==> config.mk <==
export PLATFORM = sky130hd
export DESIGN_NAME = aux_entry
export DESIGN_NICKNAME = d
export VERILOG_FILES = /design/src/logic/aux_entry_pkg.sv /design/src/logic/aux_entry.sv
export VERILOG_INCLUDE_DIRS = /design/src /design/src/logic
export SDC_FILE = /design/constraint.sdc
export NUM_CORES = 1
export LEC_CHECK = 0
export BUFFER_PORTS_ARGS = -buffer_cell sky130_fd_sc_hd__buf_4
export CORE_UTILIZATION = 54
export DETAILED_ROUTE_END_ITERATION = 16
export GPL_ROUTABILITY_DRIVEN = 0
export PLACE_DENSITY = 0.7
export SLEW_MARGIN = 20
export SYNTH_ARGS = -nofsm -noshare
export SYNTH_HDL_FRONTEND = slang
export SYNTH_SLANG_ARGS = --single-unit
==> constraint.sdc <==
create_clock -name clk_in -period 2.5 [get_ports clk_in]
set_clock_uncertainty 0.15 [all_clocks]
set_input_delay 0.25 -clock clk_in [delete_from_list [all_inputs] [get_ports clk_in]]
set_output_delay 0.25 -clock clk_in [all_outputs]
set_load 0.05 [all_outputs]
==> src/logic/aux_entry_consts.svh <==
// Constants for the Manchester auxiliary entry and write completion block.
// Assumes a 100 MHz clock and an open-drain output line with an external pull-up.
//
// Operation
// [RL1] PWM: aux pulse accepted at any cycle point
// [RL2] PWM: low held two PWM periods minimum
// [RL3] Diagnostic PWM frequency sets the hold period
// [RL4] Release then rising edge, 0.7 us detect
// [RL5] PWM: host drives gate plus half bit
// [RL6] PWM: no first edge, resume PWM output
// [RL7] SENT: aux only from sync to last nibble
// [RL8] SENT: aux low at least 30 ticks
// [RL9] SENT: host drives gate then access code
// [RL10] SENT: no first edge, resume SENT output
// [RL11] Polled modes: function pulse width windows
// [RL12] Polled modes: line undriven after pulse
// [RL13] Polled modes: host holds low gate time
// [RL14] Polled modes: no first edge, resume output
// [RL15] EEPROM store takes about 20 ms
// [RL16] Falling edge on line marks write complete
// [RL17] Manchester rate between 4 and 100 kbps
// [RL18] One falls mid-cell, zero rises mid-cell
// [RL19] Acknowledge uses the command bit rate
// [RL20] Pulse widths measured with internal counters
`ifndef AUX_ENTRY_CONSTS_SVH
`define AUX_ENTRY_CONSTS_SVH

// Clock period in picoseconds.
`define CLK_PERIOD_PS     10000
// Edge detection time in picoseconds.
`define GATE_TIME_PS      700000
// Least cycles for edge detection, rounded up.
`define GATE_CYCLES       ((`GATE_TIME_PS + `CLK_PERIOD_PS - 1) / `CLK_PERIOD_PS)
// First edge timeout, longest figure in microseconds.
`define FIRST_EDGE_US     300
// Cycles in the first edge timeout, rounded down.
`define FIRST_EDGE_CYCLES (`FIRST_EDGE_US * 1000000 / `CLK_PERIOD_PS)
// Program write delay in milliseconds.
`define WRITE_DELAY_MS    20
// Cycles in the write delay; the division goes first so that 32-bit math holds.
`define WRITE_CYCLES      (`WRITE_DELAY_MS * (1000000000 / `CLK_PERIOD_PS))
// Hold thresholds in ticks.
`define SENT_HOLD_TICKS   30
`define SHORT_AUX_MIN     50
`define SHORT_AUX_MAX     83
`define LONG_AUX_MIN      196
`define LONG_AUX_MAX      297
`define ID_AUX_MIN        50
`define ID_AUX_MAX        80
// Number of PWM periods in the PWM hold time.
`define PWM_HOLD_PERIODS  2
// Width of the pulse measuring counters.
`define CNT_W             32

`endif

==> src/logic/aux_entry_pkg.sv <==
// Types for the Manchester auxiliary entry block.
// Assumes the constants header is included by the design file.
package aux_entry_pkg;

   // Output protocol selected by the surrounding sensor logic.
   typedef enum logic [2:0]
   {
      MODE_PWM         = 3'h0,
      MODE_SENT        = 3'h1,
      MODE_HOST_TRIG   = 3'h2,
      MODE_SYNC_SHORT  = 3'h3,
      MODE_SYNC_LONG   = 3'h4,
      MODE_ID_POLLED   = 3'h5
   } out_mode_type;

   // Entry sequence states, Gray coded in declaration order; the path skips ST_HOLD.
   typedef enum logic [2:0]
   {
      ST_IDLE    = 3'h0,
      ST_HOLD    = 3'h1,
      ST_RELEASE = 3'h3,
      ST_LOW     = 3'h2,
      ST_COMM    = 3'h6,
      ST_STORE   = 3'h7,
      ST_DONE    = 3'h5
   } entry_state_type;

endpackage

==> src/logic/aux_entry.sv <==
// Manchester auxiliary entry detector and EEPROM write completion signal.
// Assumes the sensor line pin is asynchronous and the tick and PWM period
// figures come from the output protocol logic on the same clock.
`timescale 1ns/1ps
`include "aux_entry_consts.svh"
module aux_entry
   import aux_entry_pkg::*;
#(
   parameter int unsigned FIRST_EDGE_CYC = `FIRST_EDGE_CYCLES,
   parameter int unsigned WRITE_CYC      = `WRITE_CYCLES
)
(
   // Clock and reset.
   input  wire logic               clk_in,
   input  wire logic               rst_in,
   // Open-drain sensor output line.
   input  wire logic               sensor_output_line_in,
   output logic                    sensor_output_line_out,
   output logic                    sensor_output_line_oe_out,
   // Normal protocol output and its context.
   input  wire logic               normal_drive_low_in,
   input  wire out_mode_type       mode_in,
   input  wire logic               tick_in,
   input  wire logic               sent_frame_window_in,
   input  wire logic [`CNT_W-1:0]  pwm_period_cyc_in,
   // Serial engine handshake.
   input  wire logic               eeprom_write_in,
   input  wire logic               comm_exit_in,
   // Status.
   output logic                    comm_active_out,
   output logic                    entry_abort_out
);

   logic                line_meta;      // First synchroniser stage.
   logic                line_sync;      // Second synchroniser stage.
   logic                line_prev;      // Previous synchronised level.
   entry_state_type     state;          // Entry sequence state.
   logic [`CNT_W-1:0]   low_cyc;        // Cycles the line has been low.
   logic [`CNT_W-1:0]   low_ticks;      // Ticks the line has been low.
   logic [`CNT_W-1:0]   phase_cyc;      // Cycles spent in the current phase.
   logic                low_in_window;  // Low pulse began inside a SENT frame.
   logic                hold_ok;        // Low pulse qualifies as an entry request.
   logic                polled_mode;    // One of the polled SENT modes.
   logic                rise;           // Synchronised rising edge.
   logic                fall;           // Synchronised falling edge.

   // Two flip-flop synchroniser on the shared line.
   always_ff @(posedge clk_in)
   begin
      if (rst_in)
      begin
         line_meta <= 1'b1;
         line_sync <= 1'b1;
         line_prev <= 1'b1;
      end
      else
      begin
         line_meta <= sensor_output_line_in;
         line_sync <= line_meta;
         line_prev <= line_sync;
      end
   end

   assign rise = line_sync & ~line_prev;
   assign fall = ~line_sync & line_prev;
   assign polled_mode = (mode_in == MODE_SYNC_SHORT) || (mode_in == MODE_SYNC_LONG)
                        || (mode_in == MODE_ID_POLLED);

   // Low pulse counters in cycles and in ticks; they restart on each fall.
   always_ff @(posedge clk_in)
   begin
      if (rst_in)
      begin
         low_cyc   <= '0;
         low_ticks <= '0;
      end
      else if (fall)
      begin
         // The cycle that shows the fall is already the first low cycle.
         low_cyc   <= {{(`CNT_W-1){1'b0}}, 1'b1};  // see [RL20]
         low_ticks <= {{(`CNT_W-1){1'b0}}, tick_in};
      end
      else if (!line_sync)
      begin
         if (low_cyc != '1)
            low_cyc <= low_cyc + 1'b1;  // see [RL20]
         if (tick_in && low_ticks != '1)
            low_ticks <= low_ticks + 1'b1;
      end
   end

   // Remembers whether the low pulse started inside a SENT frame.
   always_ff @(posedge clk_in)
   begin
      if (rst_in)
         low_in_window <= 1'b0;
      else if (fall)
         low_in_window <= sent_frame_window_in;  // see [RL7]
   end

   // Decides at the rising edge whether the low pulse was an entry request.
   always_comb
   begin
      case (mode_in)
         // The period input already reflects any diagnostic frequency.
         MODE_PWM:
            hold_ok = (low_cyc >= `PWM_HOLD_PERIODS * pwm_period_cyc_in);  // see [RL2] [RL3] [RL1]
         MODE_SENT, MODE_HOST_TRIG:
            hold_ok = low_in_window && (low_ticks >= `SENT_HOLD_TICKS);  // see [RL8] [RL7]
         MODE_SYNC_SHORT:
            hold_ok = (low_ticks >= `SHORT_AUX_MIN) && (low_ticks <= `SHORT_AUX_MAX);  // see [RL11]
         MODE_SYNC_LONG:
            hold_ok = (low_ticks >= `LONG_AUX_MIN) && (low_ticks <= `LONG_AUX_MAX);  // see [RL11]
         MODE_ID_POLLED:
            hold_ok = (low_ticks >= `ID_AUX_MIN) && (low_ticks <= `ID_AUX_MAX);  // see [RL11]
         default:
            hold_ok = 1'b0;
      endcase
   end

   // Phase counter. It rests at zero where no phase is timed, so that a store
   // starts from zero, and restarts on line edges during release and host low.
   always_ff @(posedge clk_in)
   begin
      if (rst_in)
         phase_cyc <= '0;
      else if (state == ST_IDLE || state == ST_COMM || state == ST_DONE)
         phase_cyc <= '0;
      else if ((state == ST_RELEASE || state == ST_LOW) && (rise || fall))
         phase_cyc <= '0;
      else if (phase_cyc != '1)
         phase_cyc <= phase_cyc + 1'b1;
   end

   // Entry sequence: hold, release, host low, first access code edge.
   always_ff @(posedge clk_in)
   begin
      if (rst_in)
      begin
         state           <= ST_IDLE;
         entry_abort_out <= 1'b0;
      end
      else
      begin
         entry_abort_out <= 1'b0;
         case (state)
            // Watches foreign low pulses while the device is released.
            ST_IDLE:
               if (rise && hold_ok && !normal_drive_low_in)
                  state <= ST_RELEASE;  // see [RL4] [RL12]
            ST_RELEASE:
               // A release shorter than the gate time is not a registered edge.
               if (fall)
                  state <= (phase_cyc >= `GATE_CYCLES - 1) ? ST_LOW : ST_IDLE;  // see [RL4]
               else if (phase_cyc >= FIRST_EDGE_CYC)
               begin
                  state           <= ST_IDLE;  // see [RL6] [RL10] [RL14]
                  entry_abort_out <= 1'b1;
               end
            ST_LOW:
               // Host drives low; the first rise opens the access code.
               // That rise is the mid-cell edge of a zero sync bit.
               if (rise)
                  state <= ST_COMM;  // see [RL5] [RL9] [RL13] [RL18]
               else if (phase_cyc >= FIRST_EDGE_CYC)
               begin
                  state           <= ST_IDLE;  // see [RL6] [RL10] [RL14]
                  entry_abort_out <= 1'b1;
               end
            // Bit rate and coding are handled by the serial engine, which
            // answers at the rate of the command it received.
            ST_COMM:  // see [RL17] [RL19]
               if (eeprom_write_in)
                  state <= ST_STORE;  // see [RL15]
               else if (comm_exit_in)
                  state <= ST_IDLE;
            ST_STORE:
               if (phase_cyc >= WRITE_CYC - 1)
                  state <= ST_DONE;  // see [RL15]
            ST_DONE:
               state <= ST_COMM;  // see [RL16]
            default:
               state <= ST_IDLE;
         endcase
      end
   end

   // Line drive: normal protocol only when idle, low pulse when store ends.
   always_ff @(posedge clk_in)
   begin
      if (rst_in)
         sensor_output_line_oe_out <= 1'b0;
      else if (state == ST_IDLE && !(rise && hold_ok))
         sensor_output_line_oe_out <= normal_drive_low_in;
      else
         sensor_output_line_oe_out <= (state == ST_DONE);  // see [RL16] [RL12]
   end

   assign sensor_output_line_out = 1'b0;
   assign comm_active_out = (state == ST_COMM) || (state == ST_STORE) || (state == ST_DONE);

   property p_abort_timeout;
      @(posedge clk_in) disable iff (rst_in)
      (state == ST_LOW && phase_cyc >= FIRST_EDGE_CYC && !rise) |=> entry_abort_out;
   endproperty
   a_abort_timeout: assert property (p_abort_timeout) else $error("No abort on timeout."); // see [RL6]

   property p_abort_idle;
      @(posedge clk_in) disable iff (rst_in)
      entry_abort_out |-> state == ST_IDLE;
   endproperty
   a_abort_idle: assert property (p_abort_idle) else $error("Abort left entry open."); // see [RL10]

   property p_polled_window;
      @(posedge clk_in) disable iff (rst_in)
      (state == ST_IDLE && rise && polled_mode && !normal_drive_low_in
       && (low_ticks < `SHORT_AUX_MIN)) |=> state == ST_IDLE;
   endproperty
   a_polled_window: assert property (p_polled_window) else $error("Short pulse accepted."); // see [RL11]

   property p_pwm_short;
      @(posedge clk_in) disable iff (rst_in)
      (state == ST_IDLE && rise && mode_in == MODE_PWM
       && low_cyc < `PWM_HOLD_PERIODS * pwm_period_cyc_in)
      |=> state == ST_IDLE;
   endproperty
   a_pwm_short: assert property (p_pwm_short) else $error("Short PWM hold accepted."); // see [RL2]

   property p_sent_short;
      @(posedge clk_in) disable iff (rst_in)
      (state == ST_IDLE && rise && (mode_in == MODE_SENT || mode_in == MODE_HOST_TRIG)
       && low_ticks < `SENT_HOLD_TICKS) |=> state == ST_IDLE;
   endproperty
   a_sent_short: assert property (p_sent_short) else $error("Short SENT hold accepted."); // see [RL8]

   property p_release_undriven;
      @(posedge clk_in) disable iff (rst_in)
      (state == ST_RELEASE) |=> !sensor_output_line_oe_out;
   endproperty
   a_release_undriven: assert property (p_release_undriven) else $error("Line driven in release."); // see [RL12]

   property p_store_done;
      @(posedge clk_in) disable iff (rst_in)
      (state == ST_DONE) |=> sensor_output_line_oe_out ##1 !sensor_output_line_oe_out;
   endproperty
   a_store_done: assert property (p_store_done) else $error("No completion pulse."); // see [RL16]

   property p_store_hold;
      @(posedge clk_in) disable iff (rst_in)
      (state == ST_STORE && phase_cyc < WRITE_CYC - 1) |=> state == ST_STORE;
   endproperty
   a_store_hold: assert property (p_store_hold) else $error("Store ended early."); // see [RL15]

endmodule

[Word-level counts from Yosys, hierarchy flattened]
Index checks and enable logic that the tools add are counted.
Operators by class
  add/sub/neg operators: 3
  mux-type cells: 21
  reduce and logical (&&, ||, !) cells: 29
  order comparisons: 10
  bitwise operators: 4
  equal/unequal tests: 17
Operators by type and width (count)
  adder 32 x 1 -> 32 bit (second input constant): 3
  inequality test 32 bit (second input constant): 3
  <= comparator 32 x 7 -> 1 bit (second input constant): 2
  >= comparator 32 x 15 -> 1 bit (second input constant): 1
  >= comparator 32 x 21 -> 1 bit (second input constant): 1
  >= comparator 32 bit: 1
  >= comparator 32 x 5 -> 1 bit (second input constant): 1
  >= comparator 32 x 6 -> 1 bit (second input constant): 1
  >= comparator 32 x 7 -> 1 bit (second input constant): 1
  >= comparator 32 x 8 -> 1 bit (second input constant): 1
  <= comparator 32 x 9 -> 1 bit (second input constant): 1
  2-to-1 mux 3 bit: 7
  case mux 3 bit (6 select lines): 1
  == test 3 bit (second input constant): 5
  == test 3 x 2 -> 1 bit (second input constant): 4
  2-to-1 mux 1 bit: 10
  logical AND 1 bit: 9
  AND reduction 2 bit: 4
  zero test 3 bit: 2
  logical OR 1 bit: 6
  case mux 1 bit (5 select lines): 1
  inequality test 2 x 1 -> 1 bit (second input constant): 2
  nonzero test 2 bit: 2
  OR reduction 2 bit: 2
  10 further kinds: 13
Word-level totals
  word-level logic and storage cells: 96
  output and inout port bits: 4
  input port bits: 43
  register bits after elaboration: 105

[Depth between registers and ports, before layout]
Gate-level depths: netlist of run 1.
  depth in word-level cells: 7
  mapped depth: 9

[Least setup slack after synthesis of run 1]
OpenSTA, ideal clock, no wires.
  kind: register to register
  start: register low_cyc[9]
  end: register state[1]
  cell stages (with the launch flop): 9
  library setup time: 141 ps
  data arrival time: 1908 ps
  clock period less this slack: 2199 ps
  buffers on the path: 0
  path slack: 301 ps
  cells stage by stage: dfxtp_1 > ha_1 > a21oi_1 > nor2_1 > a211oi_1 > o21ai_0 > o311a_1 > o311ai_1 > a211oi_2
Between the ends
  longest elaborated chain between the ends: 6
Ends and longest elaborated chain
  start: declaration: RTL line aux_entry.sv:38  | logic [`CNT_W-1:0] low_cyc;
  start signal: assignment: RTL line aux_entry.sv:80  | low_cyc <= {{(`CNT_W-1){1'b0}}, 1'b1};
  start signal: assignment: RTL line aux_entry.sv:86  | low_cyc <= low_cyc + 1'b1;
  >= comparator 32 bit: RTL line aux_entry.sv:107  | hold_ok = (low_cyc >= `PWM_HOLD_PERIODS * pwm_period_cyc_in);
  case mux 1 bit (5 select lines): RTL line aux_entry.sv:104  | case (mode_in)
  logical AND 1 bit (2 in a row): RTL line aux_entry.sv:149  | if (rise && hold_ok && !normal_drive_low_in)
  inequality test 2 x 1 -> 1 bit (no source line)
  AND reduction 3 bit (no source line)
  end signal: assignment: RTL line aux_entry.sv:154  | state <= (phase_cyc >= `GATE_CYCLES - 1) ? ST_LOW : ST_IDLE;
  end: declaration: RTL line aux_entry.sv:37  | entry_state_type state;
Every way passes these cells.
A chain may end at the register's enable or synchronous reset.

[Worst setup path in the final report of run 1]
  start: register low_ticks[0]
  end: register state[1]
Between the ends
  longest elaborated chain between the ends: 7
  elaborated cells on any way between the ends: 15
  classes of those cells: order compare (6); eq/ne (1); mux (1); reduce/logical (7)
Ends and longest elaborated chain
  start: declaration: RTL line aux_entry.sv:39  | logic [`CNT_W-1:0] low_ticks;
  start signal: assignment: RTL line aux_entry.sv:81  | low_ticks <= {{(`CNT_W-1){1'b0}}, tick_in};
  start signal: assignment: RTL line aux_entry.sv:88  | low_ticks <= low_ticks + 1'b1;
  >= comparator 32 x 6 -> 1 bit (no source line) (tied with other cells)
  logical AND 1 bit (on tied branches)
  case mux 1 bit (5 select lines) *: RTL line aux_entry.sv:104
  logical AND 1 bit * (2 in a row): RTL line aux_entry.sv:149
  inequality test 2 x 1 -> 1 bit (no source line) *
  AND reduction 3 bit (no source line) *
Mark *: on every way between the ends. The rest lies on a longest branch, timed or not.

==> results of run 1 <==
==> synth_stat cells, types with 17 or more instances <==
library cell	number
sky130_fd_sc_hd__dfxtp_1	105
sky130_fd_sc_hd__nor3_1	19
sky130_fd_sc_hd__a21oi_1	19
sky130_fd_sc_hd__nand4_1	37
sky130_fd_sc_hd__ha_1	42
sky130_fd_sc_hd__inv_1	43
sky130_fd_sc_hd__nand3_1	47
sky130_fd_sc_hd__clkbuf_1	17
sky130_fd_sc_hd__xor2_1	62
sky130_fd_sc_hd__xnor2_1	25
sky130_fd_sc_hd__nor2_1	116
sky130_fd_sc_hd__nand2_1	58
sky130_fd_sc_hd__nor4_1	19
==> stage by stage <==
step	util [%]	setup WS (ns)	power (mW)
floorplan	-	0.301	1.81
global placement	61.7	0.193	1.89
detailed placement	61.7	0.100	1.90
CTS	64.7	0.0811	3.37
global route	64.9	0.00137	3.46
finish	64.9	0.153	3.33
==> kinds of logic after synthesis <==
family	after synthesis	synth area share, %
simple gates	376	31.6
fa+ha+maj	42	8.46
other cells	1	0.0603
mux	3	0.483
flops	105	33.8
xor+xnor	87	12.3
compound gates	78	8.68
buf+inv	71	4.59
==> cell type report <==
type	count	area share [%]
Timing Repair Buffer	75	7.90
Clock inverter	3	0.664
Sequential cell	105	29.4
Inverter	43	2.25
Clock buffer	13	3.77
Multi-Input combinational cell	587	53.6
Tap cell	140	2.45
==> registers in the layout (all words and copies together), names as in the netlist <==
register,flops
low_ticks,32
line_meta,1
sensor_output_line_oe_out,1
line_prev,1
phase_cyc,32
line_sync,1
low_in_window,1
low_cyc,32
entry_abort_out,1
state,3
==> per-layer routing <==
layer	vias up	track usage, %	share of wire, %
li1	2796	-	-
met1	2596	31.8	48
met2	84	39.7	48
met3	8	4.06	3.6
met4	0	5.05	0.67
met5	-	0	0
==> worst max path at each step <==
stage | from | slack (ns) | to | cells past startpoint
after global placement | low_cyc[9] | 0.19 | state[1] | 9
after detailed placement | line_sync | 0.10 | phase_cyc[23] | 5
after floorplan | low_cyc[9] | 0.30 | state[1] | 8
after CTS | line_sync | 0.08 | phase_cyc[9] | 5
after global routing | low_ticks[0] | 0.001 | state[0] | 10
final | low_ticks[0] | 0.15 | state[1] | 10
==> worst reg2reg max path, cell delays in order (launching register included) <==
cell,delay (ns)
sky130_fd_sc_hd__dfxtp_1,0.44
sky130_fd_sc_hd__inv_1,0.12
sky130_fd_sc_hd__ha_1,0.23
sky130_fd_sc_hd__nor2_1,0.13
sky130_fd_sc_hd__o31ai_1,0.08
sky130_fd_sc_hd__a211o_1,0.26
sky130_fd_sc_hd__a31oi_1,0.17
sky130_fd_sc_hd__o2bb2ai_1,0.13
sky130_fd_sc_hd__o311ai_1,0.30
sky130_fd_sc_hd__buf_4,0.18
sky130_fd_sc_hd__a211oi_2,0.06
==> what timing repair did <==
item                                    4_1_cts  5_1_grt
setup buffers                                 0        2
resized for setup                             0        5
endpoints found under the setup margin        0       45
endpoints found under the hold margin         1        0
hold buffers                                  1        0
==> report_power, final <==
group | internal [mW] | switching (mW)
combinational | 0.0820 | 0.0923
clock | 0.863 | 0.609
sequential | 1.68 | 0.00665
==> results.env, run 1 <==
FLOORPLAN.INITIALDENSITY_PCT=56.3
CHIPHEIGHT_UM=109
DR_TOTAL_VIAS=5484
DIE_WIDTH_UM=109
PLACEMENT.IO_BUFFERS=44
AREA.SEQUENTIAL_SQ_MM=0.00210
CTS_INSERTED_BUFFERS=9
N_ANTENNA_CELL=0
VIA_COUNT_NORMALIZED_BY_INSTANCE_COUNT=5.68
FINALSETUPTNS_NS=0
POSTSYNTHNETCOUNT=848
MIN_DELAY_PATH_DEPTH=3
GRT_SETUP_UNREPAIRED='false'
NUM-NETS-FINAL=906
DIE_AREA_SQ_MM=0.0119
FINALSETUPVIOLATIONS=0
TIGHTESTPINTRANSITION_NS=0.556
CP.ARRIVAL_NS=2.42
SLEW_HEADROOM_PCT=63.0
MOSTFREQUENTLAYOUTCELL='sky130_fd_sc_hd__nor2_1'
ANTENNA_FOUND_INITIAL=0
WORSTPATHREQUIRED_NS=2.57
SYNTH_LARGEST_AREA_CELL='sky130_fd_sc_hd__dfxtp_1'
POWERDENSITY_mW_PER_MM2=465
GRT_PASS1_VIAS=4941
NUMBER_OF_VIOLATIONS_OF_THE_MAX_CAPACITANCE_LIMIT=0
CTS_TREE='done'
FMAX_MHz=426
YS.WARNINGS.COUNT=0
HTREEDEPTH=3
YS_SEQ_AREA_SHARE_PCT=33.8
CORE_AREA_SQ_MM=0.0110
CLOCK-SINKS=105
GLOBALROUTETOTALUTIL_PCT=23.6
FINAL_CELL_MIX='sky130_fd_sc_hd__nor2_1 (116), sky130_fd_sc_hd__dfxtp_1 (103), sky130_fd_sc_hd__buf_4 (74), sky130_fd_sc_hd__xor2_1 (62), sky130_fd_sc_hd__nand2_1 (58)'
CRITICAL-PATH-TOP-DELAY-FAMILY='compound AO/OA/AOI/OAI gates'
WORSTPATHMAXFANOUT=6
DRT-WIRELENGTH-PER-CELL_UM=14.0
FINISH.CELL_COUNT_WITHOUT_FILLERS=966
CRIT_PATH_MAX_INCR_DELAY_NS=0.44
CRIT-REG2REG-LAUNCH='low_ticks[0]'
HOLD_CLASS='input port to flip-flop'
SETUP.WORST_PATH.END_CLASS='flip-flop'
REG2REG_TO='state[1]'
WORST_IR_DROP_VDD_uV=348
SHARE_OF_POST_ROUTE_CELLS_WITH_DRIVE_STRENGTH_ABOVE_1_PCT=13.3
CTS_ROOT_BUF='sky130_fd_sc_hd__clkbuf_16'
MULTI_INPUT_AREA_SQ_MM=0.00383
AVERAGE_CELL_AREA_AFTER_SYNTHESIS_SQ_UM=8.15
REGTOREGSETUPSLACK_NS=0.15
POST_SYNTH_MAIN_AREA_CONTRIBUTORS='sky130_fd_sc_hd__dfxtp_1 (34%), sky130_fd_sc_hd__xor2_1 (8.7%), sky130_fd_sc_hd__ha_1 (8.5%), sky130_fd_sc_hd__nor2_1 (7.0%), sky130_fd_sc_hd__nand3_1 (3.8%)'
FINAL.PERIOD_UTILIZATION_PCT=93.9
FILLERS=943
SYNTH_TOP_AREA_SHARE_PCT=33.8
TIMING.CRITICAL_PATH.BUF_INV=2
DOMINANTREGCELLSYNTH='sky130_fd_sc_hd__dfxtp_1'
TOP_LEVEL_PORTS=47
P_LEAK_nW=2.93
DRC=0
CRIT_PATH_TOP_DELAY_CELL='sky130_fd_sc_hd__dfxtp_1'
DPL.CELL_COUNT=947
CORE.ROWCOUNT=38
HOLD_START='sent_frame_window_in'
SYNTH.CELL_AREA_SQ_MM=0.00621
AREA_GROWTH_SYN_TO_LAYOUT_PCT=15.2
TIMING.FINAL.CRIT_PERIOD_NS=2.35
SETUP.WORST_PATH.CLASS='flip-flop to flip-flop'
REPORT.FINAL.SLEW_VIOL_COUNT=0
SYNTH_EDF_COUNT=0
CLKLATENCYLATEPIN_NS=0.34
YS_TYPES=60
SYNTH-ASYNC-RESET-RATIO_PCT=0
WHS_NS=0.0238
DETAIL_ROUTE.ITER0.VIOLATIONS=318
DPL_CELL_AREA_SQ_MM=0.00681
DRT-PASS1-ITER-COUNT=4
HPWL_AFTER_DPL_UM=10000
ANTENNA_VIOLATING_NETS_POST_ROUTE=0
CRITICAL_PATH.STARTPOINT_TYPE='flip-flop'
OUTCOME='finished clean'
GRT_PASS1_WL_UM=22500
WORST_HOLD_PATH.ENDPOINT='low_in_window'
NUMBER_OF_HOLD_VIOLATIONS_IN_THE_FINAL_REPORT=0
POST_SYNTH_INST_COUNT=763
CTS_MAX_PATH_BUFFERS=2
SYNTH_SEQ_CELLS=105
CLOCK_TRANSITION_AT_THE_REGISTERS_OF_THE_REPORTED_PATHS_NS=0.07
WORSTPATHCELLLIST='inv_1 > ha_1 > nor2_1 > o31ai_1 > a211o_1 > a31oi_1 > o2bb2ai_1 > o311ai_1 > buf_4 > a211oi_2'
GRT_OVERFLOW_TOTAL=0
POSTLAYOUTCELLAREA_SQ_MM=0.00716
GRT_MAX_DEGREE=33
WL_UM=13500
WORST_R2R_PATH_DEPTH=10
No activity file was read; power rests on OpenSTA's default activity.
==> run 2, diff against run 1 <==
Settings changed: SETUP_SLACK_MARGIN set to 0.5.
==> run 2 against run 1 <==
Net effect: critical path type unchanged; clock-buffer cell count is 2 lower; combinational power is 25% higher; critical endpoint unchanged; largest power group unchanged; wire length is 29% higher; clock power is 6% lower; sequential power hardly changed; hold slack worse by 0.0022 ns; core utilization is 15 points higher.
==> results.env, run 2 (synthesis results as in run 1) <==
DR_TOTAL_VIAS=6091  # was 5,484
NUMBER_OF_VIOLATIONS_OF_THE_MAX_CAPACITANCE_LIMIT=0  # unchanged
DIE_AREA_SQ_MM=0.0119  # unchanged
CRIT-REG2REG-LAUNCH='phase_cyc[21]'  # was low_ticks[0]
WORSTPATHREQUIRED_NS=2.57  # about the same
CORE_AREA_SQ_MM=0.0110  # unchanged
CRIT_PATH_MAX_INCR_DELAY_NS=0.35  # was 0.44 ns
FINISH.CELL_COUNT_WITHOUT_FILLERS=1042  # was 966
TOP_LEVEL_PORTS=47  # unchanged
WORSTPATHCELLLIST='buf_4 > nor4_1 > nand3_1 > nor4_2 > o21ai_1 > a221oi_2 > a211oi_2'  # was inv_1 > ha_1 > nor2_1 > o31ai_1 > a211o_1 > a31oi_1 > o2bb2ai_1 > o311ai_1 > buf_4 > a211oi_2
FILLERS=678  # was 943
CTS_INSERTED_BUFFERS=9  # unchanged
DPL.CELL_COUNT=937  # was 947
DRT-PASS1-ITER-COUNT=5  # was 4
TIMING.CRITICAL_PATH.BUF_INV=1  # was 2
SETUP.WORST_PATH.END_CLASS='flip-flop'  # unchanged
AREA.SEQUENTIAL_SQ_MM=0.00226  # was 0.00210 sq mm
MOSTFREQUENTLAYOUTCELL='sky130_fd_sc_hd__buf_4'  # was sky130_fd_sc_hd__nor2_1
DRT-WIRELENGTH-PER-CELL_UM=16.8  # was 14.0 um
GRT_OVERFLOW_TOTAL=0  # unchanged
GRT_SETUP_UNREPAIRED='true'  # was false
CORE.ROWCOUNT=38  # unchanged
PLACEMENT.IO_BUFFERS=44  # unchanged
FINAL_CELL_MIX='sky130_fd_sc_hd__buf_4 (136), sky130_fd_sc_hd__nor2_1 (109), sky130_fd_sc_hd__xor2_1 (61), sky130_fd_sc_hd__nand2_1 (42), sky130_fd_sc_hd__inv_1 (41)'  # was sky130_fd_sc_hd__nor2_1 (116), sky130_fd_sc_hd__dfxtp_1 (103), sky130_fd_sc_hd__buf_4 (74), sky130_fd_sc_hd__xor2_1 (62), sky130_fd_sc_hd__nand2_1 (58)
FLOORPLAN.INITIALDENSITY_PCT=56.3  # unchanged
CRIT_PATH_TOP_DELAY_CELL='sky130_fd_sc_hd__a221oi_2'  # was sky130_fd_sc_hd__dfxtp_1
POSTLAYOUTCELLAREA_SQ_MM=0.00878  # was 0.00716 sq mm
DPL_CELL_AREA_SQ_MM=0.00680  # was 0.00681 sq mm
FMAX_MHz=449  # was 426 MHz
WORST_IR_DROP_VDD_uV=256  # was 348 uV
GRT_MAX_DEGREE=33  # unchanged
CTS_TREE='done'  # unchanged
TIGHTESTPINTRANSITION_NS=0.533  # was 0.556 ns
CLOCK_TRANSITION_AT_THE_REGISTERS_OF_THE_REPORTED_PATHS_NS=0.07  # about the same
WORSTPATHMAXFANOUT=4  # was 6
SLEW_HEADROOM_PCT=64.3  # was 63.0%
CLOCK-SINKS=105  # unchanged
REPORT.FINAL.SLEW_VIOL_COUNT=0  # unchanged
POST-PLACE-WS_NS=0.112  # was 0.100 ns
ANTENNA_VIOLATING_NETS_POST_ROUTE=0  # unchanged
CTS_MAX_PATH_BUFFERS=2  # unchanged
CLKLATENCYLATEPIN_NS=0.34  # about the same
DETAIL_ROUTE.ITER0.VIOLATIONS=460  # was 318
CRITICAL_PATH.STARTPOINT_TYPE='flip-flop'  # unchanged
NUMBER_OF_HOLD_VIOLATIONS_IN_THE_FINAL_REPORT=0  # unchanged
REG2REG_TO='state[1]'  # unchanged
WL_UM=17500  # was 13,500 um
CHIPHEIGHT_UM=109  # unchanged
CP.ARRIVAL_NS=2.30  # was 2.42 ns
CTS_ROOT_BUF='sky130_fd_sc_hd__clkbuf_16'  # unchanged
UTILIZATION_PCT=79.6  # was 64.9%
NUM-NETS-FINAL=983  # was 906
CRITICAL-PATH-TOP-DELAY-FAMILY='simple AND/OR/NAND/NOR gates'  # was compound AO/OA/AOI/OAI gates
P_LEAK_nW=3.49  # was 2.93 nW
WORST_R2R_PATH_DEPTH=7  # was 10
HOLD_START='rst_in'  # was sent_frame_window_in
POWERDENSITY_mW_PER_MM2=371  # was 465 mW/mm^2
MIN_DELAY_PATH_DEPTH=2  # was 3
HTREEDEPTH=3  # unchanged
DIE_WIDTH_UM=109  # unchanged
N_ANTENNA_CELL=0  # unchanged
SETUP.WORST_PATH.CLASS='flip-flop to flip-flop'  # unchanged
HPWL_AFTER_DPL_UM=9780  # was 10,000 um
OUTCOME='finished clean'  # unchanged
SHARE_OF_POST_ROUTE_CELLS_WITH_DRIVE_STRENGTH_ABOVE_1_PCT=41.9  # was 13.3%
TIMING.FINAL.CRIT_PERIOD_NS=2.23  # was 2.35 ns
REGTOREGSETUPSLACK_NS=0.27  # was 0.15 ns
FINAL.PERIOD_UTILIZATION_PCT=89.2  # was 93.9%
AREA_GROWTH_SYN_TO_LAYOUT_PCT=41.2  # was 15.2%
TIMING.FINAL.WS_SETUP_NS=0.271  # was 0.153 ns
LARGEST_REGISTERS='low_cyc (32), low_ticks (32), phase_cyc (32)'  # unchanged
MULTI_INPUT_AREA_SQ_MM=0.00472  # was 0.00383 sq mm
WORST_HOLD_PATH.ENDPOINT='low_cyc[0]'  # was low_in_window
FINALSETUPTNS_NS=0  # unchanged
GRT_PASS1_VIAS=5491  # was 4,941
VIA_COUNT_NORMALIZED_BY_INSTANCE_COUNT=5.85  # was 5.68
FINALSETUPVIOLATIONS=0  # unchanged
ANTENNA_FOUND_INITIAL=0  # unchanged
GRT_PASS1_WL_UM=25200  # was 22,500 um
DRC=0  # unchanged
HOLD_CLASS='input port to flip-flop'  # unchanged
GLOBALROUTETOTALUTIL_PCT=26.5  # was 23.6%
-- run 2: changes by cell type in the layout (fill, tap and decap cells not counted), sizes merged --
cell / previous run / this run
inv: 43 / 42
clkbuf: 13 / 11
clkinv: 2 / 3
o211a: 2 / 3
clkinvlp: 0 / 1
buf: 74 / 149
nor2: 116 / 117
-- run 2: repair_timing --
item / CTS / global route
endpoints found under the hold margin: 1 / 0
gates cloned: 3 / 1
endpoints found under the setup margin: 98 / 97
pin swaps: 57 / 114
buffers inserted: 41 / 44
gates resized for setup: 134 / 127
hold buffers: 1 / 0
-- run 2: per-stage QoR --
step / hold slack (ns) / total power [mW]
finish: 0.0217 / 3.25
global route: 0.0614 / 3.36
CTS: 0.0126 / 3.26
detailed placement: 0.254 / 1.90
global placement: 0.247 / 1.89
floorplan: 0.204 / 1.81
-- run 2: routing by layer --
metal	track usage [%]	wire length [um]	part of all wire (%)	vias to the layer above
met5	0	0	0	-
met4	9.90	402	2.3	0
met3	3.29	738	4.2	39
met2	45.1	8860	51	207
met1	34.3	7510	43	2890
li1	-	-	-	2955
-- run 2: how the worst max path moves through the flow --
stage	slack (ns)	endpoint	cells past startpoint	startpoint
after global routing	0.19	state[1]	7	phase_cyc[21]
after detailed placement	0.11	state[1]	8	low_cyc[3]
after floorplan	0.46	low_cyc[9]	9	low_cyc[0]
after global placement	0.16	state[1]	8	low_cyc[3]
after CTS	0.34	state[1]	9	low_cyc[1]
final	0.27	state[1]	7	phase_cyc[21]
-- run 2: layout make-up --
| cell class | instances | area share [%] |
|---|---|---|
| Multi-Input combinational cell | 589 | 53.8 |
| Sequential cell | 105 | 25.7 |
| Timing Repair Buffer | 150 | 13.4 |
| Clock inverter | 4 | 0.513 |
| Clock buffer | 11 | 2.65 |
| Inverter | 43 | 1.88 |
| Tap cell | 140 | 2.00 |
-- run 2: report_power, final --
part	internal [mW]	leakage [nW]	total, mW	switching (mW)
clock network	0.768	0.139	1.38	0.611
logic	0.104	2.46	0.218	0.114
registers	1.65	0.889	1.66	0.00910
total	2.52	3.49	3.25	0.734
